### config.mk
export PLATFORM = sky130hd
export DESIGN_NAME = cfg_word_loader
export DESIGN_NICKNAME = d
export VERILOG_FILES = /design/src/cfg_pkg.sv /design/src/cfg_osc_decode.sv /design/src/cfg_word_loader.sv
export SDC_FILE = /design/constraint.sdc
export NUM_CORES = 1
export LEC_CHECK = 0
export ABC_AREA = 1
export BUFFER_PORTS_ARGS = -buffer_cell sky130_fd_sc_hd__clkbuf_2
export CAP_MARGIN = 0
export CORE_MARGIN = 2
export CORE_UTILIZATION = 40
export DETAILED_ROUTE_END_ITERATION = 16
export PLACE_DENSITY = 0.71
export SLEW_MARGIN = 20
export SYNTH_ARGS = -nofsm -noshare
export SYNTH_HDL_FRONTEND = slang
export SYNTH_SLANG_ARGS = --single-unit
### constraint.sdc
create_clock -name clock_i -period 1.2 [get_ports clock_i]
set_input_delay 0.18 -clock clock_i [delete_from_list [all_inputs] [get_ports clock_i]]
set_output_delay 0.18 -clock clock_i [all_outputs]
set_load 0.05 [all_outputs]
### src/cfg_pkg.sv
// constants, types and field layout of the configuration word decoder
// assumes a 14-bit configuration word and a 14-bit program memory word
package cfg_pkg;
  localparam int          WORD_W          = 14;
  localparam int          ADDR_W          = 14;
  localparam logic [13:0] CONFIG_ADDR     = 14'h2007;
  localparam logic [13:0] SPECIAL_LO      = 14'h2000;
  localparam logic [13:0] SPECIAL_HI      = 14'h3FFF;
  localparam logic [13:0] LAST_PROG_ADDR  = 14'h03FF;
  localparam logic [13:0] CONFIG_RESET    = 14'h31FF;
  localparam logic [13:0] CONFIG_IMPL     = 14'h31FF;
  localparam logic [7:0]  TRIM_RESET      = 8'h80;
  localparam logic [5:0]  RET_LIT_OPCODE  = 6'h34;
  localparam int          BIT_OSC_SEL_LO  = 0;
  localparam int          BIT_WATCHDOG    = 3;
  localparam int          BIT_POWERUP     = 4;
  localparam int          BIT_RESET_PIN   = 5;
  localparam int          BIT_BROWNOUT    = 6;
  localparam int          BIT_PROG_PROT   = 7;
  localparam int          BIT_DATA_PROT   = 8;
  localparam int          BIT_BG_LO       = 12;
  localparam int          OSC_START_CYCLES = 1024;
  localparam int          DIVCLK_RATIO     = 4;
  localparam int          INTERNAL_OSC_KHZ = 4000;

  typedef enum logic [2:0] {
    low_power_crystal_mode  = 3'h0,
    crystal_mode            = 3'h1,
    high_speed_crystal_mode = 3'h2,
    external_clock_mode     = 3'h3,
    internal_osc_io_mode    = 3'h4,
    internal_osc_mode       = 3'h5,
    rc_io_mode              = 3'h6,
    rc_divclk_mode          = 3'h7
  } osc_mode_t;

  typedef struct packed {
    logic      data_protect_on;
    logic      program_protect_on;
    logic      brownout_detect_en;
    logic      reset_pin_is_reset;
    logic      powerup_timer_on;
    logic      watchdog_en;
    osc_mode_t osc_mode_select;
    logic [1:0] bandgap_trim;
  } cfg_t;

  typedef struct packed {
    logic osc_in_is_clock;
    logic osc_in_is_io;
    logic osc_out_is_divclk;
    logic osc_out_is_io;
    logic osc_out_is_crystal;
    logic uses_internal_osc;
    logic needs_startup_timer;
  } pin_use_t;
endpackage

### src/cfg_osc_decode.sv
// oscillator mode to pin use decoder, purely combinational
// assumes the mode code comes from a stable configuration register
`timescale 1ns/1ps
`default_nettype none
module cfg_osc_decode (
  // mode in
  input  wire cfg_pkg::osc_mode_t mode_i,
  // pin usage out
  output cfg_pkg::pin_use_t       use_o
);
  // map each of the eight modes to pin functions
  always_comb begin
    use_o = '0;
    case (mode_i)
      cfg_pkg::rc_divclk_mode: begin
        use_o.osc_in_is_clock   = 1'b1;
        use_o.osc_out_is_divclk = 1'b1;
      end
      cfg_pkg::rc_io_mode: begin
        use_o.osc_in_is_clock = 1'b1;
        use_o.osc_out_is_io   = 1'b1;
      end
      cfg_pkg::internal_osc_mode: begin
        use_o.osc_in_is_io      = 1'b1;
        use_o.osc_out_is_divclk = 1'b1;
        use_o.uses_internal_osc = 1'b1;
      end
      cfg_pkg::internal_osc_io_mode: begin
        use_o.osc_in_is_io      = 1'b1;
        use_o.osc_out_is_io     = 1'b1;
        use_o.uses_internal_osc = 1'b1;
      end
      cfg_pkg::external_clock_mode: begin
        use_o.osc_in_is_clock = 1'b1;
        use_o.osc_out_is_io   = 1'b1;
      end
      // crystal or driven clock on input pin
      default: begin
        use_o.osc_in_is_clock     = 1'b1;
        use_o.osc_out_is_crystal  = 1'b1;
        use_o.needs_startup_timer = 1'b1;
      end
    endcase
  end
endmodule
`default_nettype wire

### src/cfg_word_loader.sv
// configuration word store and decoder with oscillator trim loader
// assumes the programmer port is used only in programming mode and
// that the oscillator clock input is asynchronous to clock_i
`timescale 1ns/1ps
`default_nettype none
module cfg_word_loader #(
  parameter int START_CYCLES = cfg_pkg::OSC_START_CYCLES
) (
  // clock and reset
  input  wire logic               clock_i,
  input  wire logic               rst_i,
  // programmer port
  input  wire logic               prog_mode_i,
  input  wire logic               prog_wr_i,
  input  wire logic               prog_rd_i,
  input  wire logic [13:0]        prog_addr_i,
  input  wire logic [13:0]        prog_wdata_i,
  output logic      [13:0]        prog_rdata_o,
  output logic                    prog_ack_o,
  // normal-execution access attempt
  input  wire logic               cpu_rd_i,
  input  wire logic [13:0]        cpu_addr_i,
  output logic                    cpu_denied_o,
  // calibration load from last program word
  input  wire logic               cal_load_i,
  input  wire logic [13:0]        cal_word_i,
  output logic                    cal_bad_o,
  // trim register writes from software
  input  wire logic               trim_wr_i,
  input  wire logic [7:0]         trim_wdata_i,
  output logic      [7:0]         osc_trim_register_o,
  // start-up timing
  input  wire logic               osc_clk_i,
  input  wire logic               startup_begin_i,
  output logic                    startup_done_o,
  // decoded settings
  output cfg_pkg::cfg_t           cfg_o,
  output cfg_pkg::pin_use_t       pin_use_o,
  output logic                    divided_clock_output_o
);
  logic [13:0]              configuration_word_reg;
  logic [7:0]               trim_reg;
  logic [1:0]               osc_sync_reg;
  logic                     osc_prev_reg;
  logic [10:0]              start_cnt_reg;
  logic [1:0]               div_reg;
  logic                     divclk_reg;
  logic [13:0]              rdata_reg;
  logic                     ack_reg;
  logic                     denied_reg;
  logic                     bad_reg;
  logic                     osc_rise;
  logic                     in_special;
  logic                     cpu_special;
  cfg_pkg::cfg_t            cfg;
  cfg_pkg::pin_use_t        pin_use;

  typedef enum logic [1:0] {st_idle, st_count, st_done} start_state_t;
  start_state_t start_state_reg;

  // special configuration range test
  function automatic logic is_special(input logic [13:0] a);
    is_special = (a >= cfg_pkg::SPECIAL_LO) && (a <= cfg_pkg::SPECIAL_HI);
  endfunction

  assign in_special  = is_special(prog_addr_i);
  assign cpu_special = is_special(cpu_addr_i);

  // word store at its fixed address
  always_ff @(posedge clock_i) begin
    if (rst_i) begin
      configuration_word_reg <= cfg_pkg::CONFIG_RESET;
    end else if (prog_mode_i && prog_wr_i && prog_addr_i == cfg_pkg::CONFIG_ADDR) begin
      configuration_word_reg <= prog_wdata_i & cfg_pkg::CONFIG_IMPL;
    end
  end

  // programmer read answer, special range only
  always_ff @(posedge clock_i) begin
    if (rst_i) begin
      rdata_reg <= 14'h0000;
      ack_reg   <= 1'b0;
    end else begin
      ack_reg <= prog_mode_i && (prog_rd_i || prog_wr_i) && in_special;
      if (prog_mode_i && prog_rd_i && prog_addr_i == cfg_pkg::CONFIG_ADDR) begin
        rdata_reg <= configuration_word_reg;
      end else if (prog_mode_i && prog_rd_i) begin
        rdata_reg <= 14'h0000;
      end
    end
  end

  // normal execution refused in special range
  always_ff @(posedge clock_i) begin
    if (rst_i) begin
      denied_reg <= 1'b0;
    end else begin
      denied_reg <= cpu_rd_i && !prog_mode_i && cpu_special;
    end
  end

  always_comb begin
    cfg.data_protect_on    = !configuration_word_reg[cfg_pkg::BIT_DATA_PROT];
    cfg.program_protect_on = !configuration_word_reg[cfg_pkg::BIT_PROG_PROT];
    cfg.brownout_detect_en = configuration_word_reg[cfg_pkg::BIT_BROWNOUT];
    cfg.reset_pin_is_reset = configuration_word_reg[cfg_pkg::BIT_RESET_PIN];
    cfg.powerup_timer_on   = !configuration_word_reg[cfg_pkg::BIT_POWERUP];
    cfg.watchdog_en        = configuration_word_reg[cfg_pkg::BIT_WATCHDOG];
    cfg.osc_mode_select    = cfg_pkg::osc_mode_t'(
      configuration_word_reg[cfg_pkg::BIT_OSC_SEL_LO +: 3]);
    cfg.bandgap_trim       = configuration_word_reg[cfg_pkg::BIT_BG_LO +: 2];
  end

  // mode to pin use
  cfg_osc_decode u_decode (
    .mode_i (cfg.osc_mode_select),
    .use_o  (pin_use)
  );

  // check return-with-literal, load literal into trim
  always_ff @(posedge clock_i) begin
    if (rst_i) begin
      trim_reg <= cfg_pkg::TRIM_RESET;
      bad_reg  <= 1'b0;
    end else if (cal_load_i) begin
      if (cal_word_i[13:8] == cfg_pkg::RET_LIT_OPCODE) begin
        trim_reg <= cal_word_i[7:0];
        bad_reg  <= 1'b0;
      end else begin
        bad_reg <= 1'b1;
      end
    end else if (trim_wr_i) begin
      trim_reg <= trim_wdata_i;
    end
  end

  // oscillator input synchroniser
  always_ff @(posedge clock_i) begin
    if (rst_i) begin
      osc_sync_reg <= 2'b00;
      osc_prev_reg <= 1'b0;
    end else begin
      osc_sync_reg <= {osc_sync_reg[0], osc_clk_i};
      osc_prev_reg <= osc_sync_reg[1];
    end
  end

  assign osc_rise = osc_sync_reg[1] && !osc_prev_reg;

  always_ff @(posedge clock_i) begin
    if (rst_i) begin
      start_state_reg <= st_idle;
      start_cnt_reg   <= 11'h000;
    end else begin
      case (start_state_reg)
        st_idle: begin
          if (startup_begin_i) begin
            start_cnt_reg   <= 11'h000;
            start_state_reg <= pin_use.needs_startup_timer ? st_count : st_done;
          end
        end
        st_count: begin
          if (osc_rise) begin
            if (start_cnt_reg == 11'(START_CYCLES - 1)) begin
              start_state_reg <= st_done;
            end
            start_cnt_reg <= start_cnt_reg + 11'h001;
          end
        end
        default: begin
          if (startup_begin_i) begin
            start_cnt_reg   <= 11'h000;
            start_state_reg <= pin_use.needs_startup_timer ? st_count : st_done;
          end
        end
      endcase
    end
  end

  // divide oscillator by four for clock-out
  always_ff @(posedge clock_i) begin
    if (rst_i) begin
      div_reg    <= 2'b00;
      divclk_reg <= 1'b0;
    end else if (osc_rise) begin
      div_reg    <= div_reg + 2'b01;
      divclk_reg <= pin_use.osc_out_is_divclk && div_reg[1];
    end else if (!pin_use.osc_out_is_divclk) begin
      divclk_reg <= 1'b0;
    end
  end

  // outputs
  assign prog_rdata_o           = rdata_reg;
  assign prog_ack_o             = ack_reg;
  assign cpu_denied_o           = denied_reg;
  assign cal_bad_o              = bad_reg;
  assign osc_trim_register_o    = trim_reg;
  assign startup_done_o         = (start_state_reg == st_done);
  assign cfg_o                  = cfg;
  assign pin_use_o              = pin_use;
  assign divided_clock_output_o = divclk_reg;
endmodule
`default_nettype wire

# Word-level counts from Yosys, hierarchy flattened
# Index checks and enable logic that the tools add are counted.
# totals
regBits	55
input_bits	74
out_inout_bits	45
elab_cells	81
# classes
order_cmp	4
add_sub_neg	2
mux	21
reduce_logical	28
eq_ne	14
# ops
cell	count
11-bit 2-to-1 mux	3
14-bit greater-or-equal comparator (second input constant)	2
14-bit less-or-equal comparator (second input constant)	2
14-bit 2-to-1 mux	2
8-bit 2-to-1 mux	3
14-bit equality test (second input constant)	1
3-bit equality test (second input constant)	4
1-bit logical AND	12
11-bit by 1-bit adder with 11-bit output (second input constant)	1
11-bit by 10-bit equality test with 1-bit output (second input constant)	1
2-bit 2-to-1 mux	5
1-bit 2-to-1 mux	8
6-bit equality test (second input constant)	1
2-bit != test (second input constant)	3
2-bit nonzero test	3
1-bit logical NOT	5
5-bit OR reduction	1
2-bit AND reduction	2
2-bit OR reduction	2
3-bit by 2-bit equality test with 1-bit output (second input constant)	1
3-bit AND reduction	1
3-bit OR reduction	1
2-bit by 1-bit adder with 2-bit output (second input constant)	1
2-bit by 1-bit equality test with 1-bit output (second input constant)	1
other kinds (3)	3

# Longest topological paths before layout
# depth
word_depth	5
depth_mapped	9
ltp_nobuf	9

# By module
# A second synthesis with hierarchy kept.
# unflattened
cells_unflattened	358
hier_area_um2	2479.9
# by_module_without_submodules
module	n_inst	seq_area_each_um2	cells_per_inst	area_each_um2
cfg_word_loader	1	1041.0	346	2422.3
cfg_osc_decode	1	0.0	12	57.6

# Worst setup path after synthesis
# Ideal clock, no wire load.
# synth_timing
kind	register to output
from	register configuration_word_reg[1]
to	output pin_use_o[3] (netlist name)
stages_incl_launch_ff	4
required_ps	1020
arrival_time_ps	1644
slack_ps	-624
n_path_buf	0
path_cell_list	dfxtp_1 a21oi_1 or2_2 inv_1
# synth_lines
item	line_no	rtl
start: declaration	cfg_word_loader.sv:41	logic [13:0] configuration_word_reg;
start signal: assignment	cfg_word_loader.sv:72	configuration_word_reg <= cfg_pkg::CONFIG_RESET;
start signal: assignment	cfg_word_loader.sv:74	configuration_word_reg <= prog_wdata_i & cfg_pkg::CONFIG_IMPL;
end: declaration	cfg_word_loader.sv:38	output cfg_pkg::pin_use_t pin_use_o,

==> reports/metrics.cfg <==
[cts]
clkSlewWorstSetupHoldPaths_ns = 0.10
root_buffer = clkbuf_8
clock_sinks = 52
clkLatencyLatePin_ns = 0.30
numCtsBuffers = 5
clockBufferDepth = 2
cts_tree = built
ctsHtreeMaxLevel = 2

[logic_synthesis]
synth_top_family_by_area = simple AND/OR/NAND/NOR gates
synthCells = 346
ys_seq_area_share_pct = 42.1
synth_fa_ha_area_share_pct = 0.506
synth_ff_type = dfxtp_1
yosys_warnings = 0
synth_compound_area_share_pct = 5.67
synth-simple-area-share_pct = 38.9
synth-edff-count = 0
synthDistinctLibCells = 28
syn_area_per_cell_sq_um = 7.15
synthArstFlopShare_pct = 0
synth_area_leaders = dfxtp_1 (42%), nand2_1 (14%), nand4_1 (6.8%)
synth_xor_area_share_pct = 0.354
netlist.area_leader.share_pct = 42.1
ys_ff_latch = 52
synthMuxAreaShare_pct = 0
yosysTopAreaCell = dfxtp_1
synthesis.area_sq_um = 2470

[outcome]
status = finished with violations
violations = setup timing

[power]
clkPwrFrac_pct = 34.6
p_leak_nw = 1.75
p_total_w = 0.00343
swShare_pct = 25.9
internal_power_w = 0.00254
p_comb_share_pct = 14.0
vdd_ir_drop_max_mv = 0.456
p_switching_w = 0.000888
power_density_nw_per_um2 = 938
power_frac_seq_pct = 51.4

[final_layout]
layout.nets = 537
area_delta_synth_final_pct = 48.0
final_cell_mix = clkbuf_2 (88), nand2_1 (85), dfxtp_1 (44), nand3_1 (28), nand4_1 (27)
fin_util_pct = 61.4
antenna-diode-count = 0
final_common_cell = clkbuf_2
drive_above_1_share_pct = 42.3

[sta]
fin_crit_sh_pct = 123
setup_violations = 9
clock_skew_ns = 0.00547
fmax_mhz = 677
rsz0062_at_grt = true
setup_slack_ns = -0.276
hold_viol = 0
final_max_slew_viol_count = 0
period_minus_slack_ns = 1.48

[detailed_routing]
drtAntennaViolNets = 0
firstDrtPassIters = 4
routedWlPerCell_um = 11.7
viasPerCell = 4.83
first_iter_violations = 173
routed_wl_um = 6280
num_vias = 2598
drcViolationCount = 0

[setup_path]
path_class = reg2out
cp_max_fo = 4
path_buf_inv = 3
path_depth = 5
critPathLaunchType = flop
path_cells = nand2_4 -> clkinvlp_4 -> or2_4 -> clkinvlp_4 -> clkbuf_16
critPathSlowestCell = dfxtp_4
cp.arrival_ns = 1.30
critPathMaxStageDelay_ns = 0.39
path_common_cell = clkinvlp_4
cp_data_required_time_ns = 1.02
path_delay_family = flip-flops
crit_path_end_kind = output port
reg2reg_depth = 7

[placed_design]
gp_congestion = 0.754
dp_hpwl_um = 4460
io_buffers = 99
dpl_worst_slack_ns = -0.0321

[floorplan]
die_area_sq_um = 6830
io_pins = 119
die_x_um = 82.6
start_util_pct = 41.5
core_sq_um = 5960
die_y_um = 82.6
num_rows = 28

[flow_run]
max_cap_viol_count = 0

[global_route]
grt_max_degree = 23
grt.overflow.total = 0
grt_pass1_vias = 2297
grt_pass1_wl_um = 9750
antenna_found_initial = 0
groute.usage.overall_pct = 18.0

[worst_hold_path]
holdPathStages = 2
hold_path_class = in2reg

Yosys cell counts (2+ instances only):
library cell,number
clkbuf_1,2
or2_2,2
nand2_1,92
nor2_4,3
buf_4,13
dfxtp_1,52
nor2_1,33
buf_2,12
inv_1,31
nand3_2,3
nand3_1,30
nand2_2,3
inv_2,2
a21oi_1,26
nand4_1,27
o21ai_0,2
nor2_2,2
cell type report:
type	instances	area (sq um)
fillers	521	2300
multi-input cells	234	1270
flip-flops and latches	52	1060
repair buffers	135	981
inverters	34	138
well taps	75	93.8
clock buffers	5	68.8
clock inverters	3	42.5
worst paths after layout:
path                                     startpoint                       endpoint  slack [ns]
max          configuration_word_reg[2]$_SDFFE_PP1P_                   pin_use_o[3]       -0.28
min                                     prog_mode_i        cpu_denied_o$_SDFF_PP0_        0.06
max reg2reg           start_cnt_reg[0]$_SDFFE_PP0P_  start_cnt_reg[5]$_SDFFE_PP0P_           0
min reg2reg              osc_sync_reg[0]$_SDFF_PP0_     osc_sync_reg[1]$_SDFF_PP0_        0.40
metal layers:
| layer | GRT usage [%] | part of all wire (%) |
|---|---|---|
| met2 | 32.1 | 50 |
| met3 | 4.02 | 5.3 |
| met4 | 4.26 | 1.3 |
| met5 | 0 | 0 |
| met1 | 22.0 | 43 |
what timing repair did:
action                     4_1_cts  5_1_grt
setup endpoints to repair       18       23
pin swaps                        2        8
setup buffers                    3       10
gates resized for setup         41       43
hold buffers                     0        0
metrics by stage:
stage                     cell area [sq um]  setup TNS [ns]  hold slack [ns]  cells
after global routing                   3660           -2.10           0.0552    538
after detailed placement               3150         -0.0912            0.386    519
after floorplan                        2530          -0.201            0.257    348
after global placement                 3150         -0.0203            0.380    519
final                                  3660           -1.14           0.0608    538
after CTS                              3460          -0.947           0.0511    529
kinds of logic after synthesis:
logic type / after synthesis
and+or+nand+nor: 201
buffers and inverters: 62
DFF: 52
AOI/OAI and AO/OA: 28
xor gates and xnor gates: 1
adders and majority gates: 1
other: 1
power groups by stage:
stage	sequential, W	clock [W]	combinational, W
after CTS	0.00177	0.00124	0.000461
after global routing	0.00177	0.00132	0.000526
final	0.00176	0.00119	0.000480
after global placement	0.00181	0	0.000445
after floorplan	0.00189	0	0.000203
after detailed placement	0.00181	0	0.000449
(Power assumes the default switching activity.)
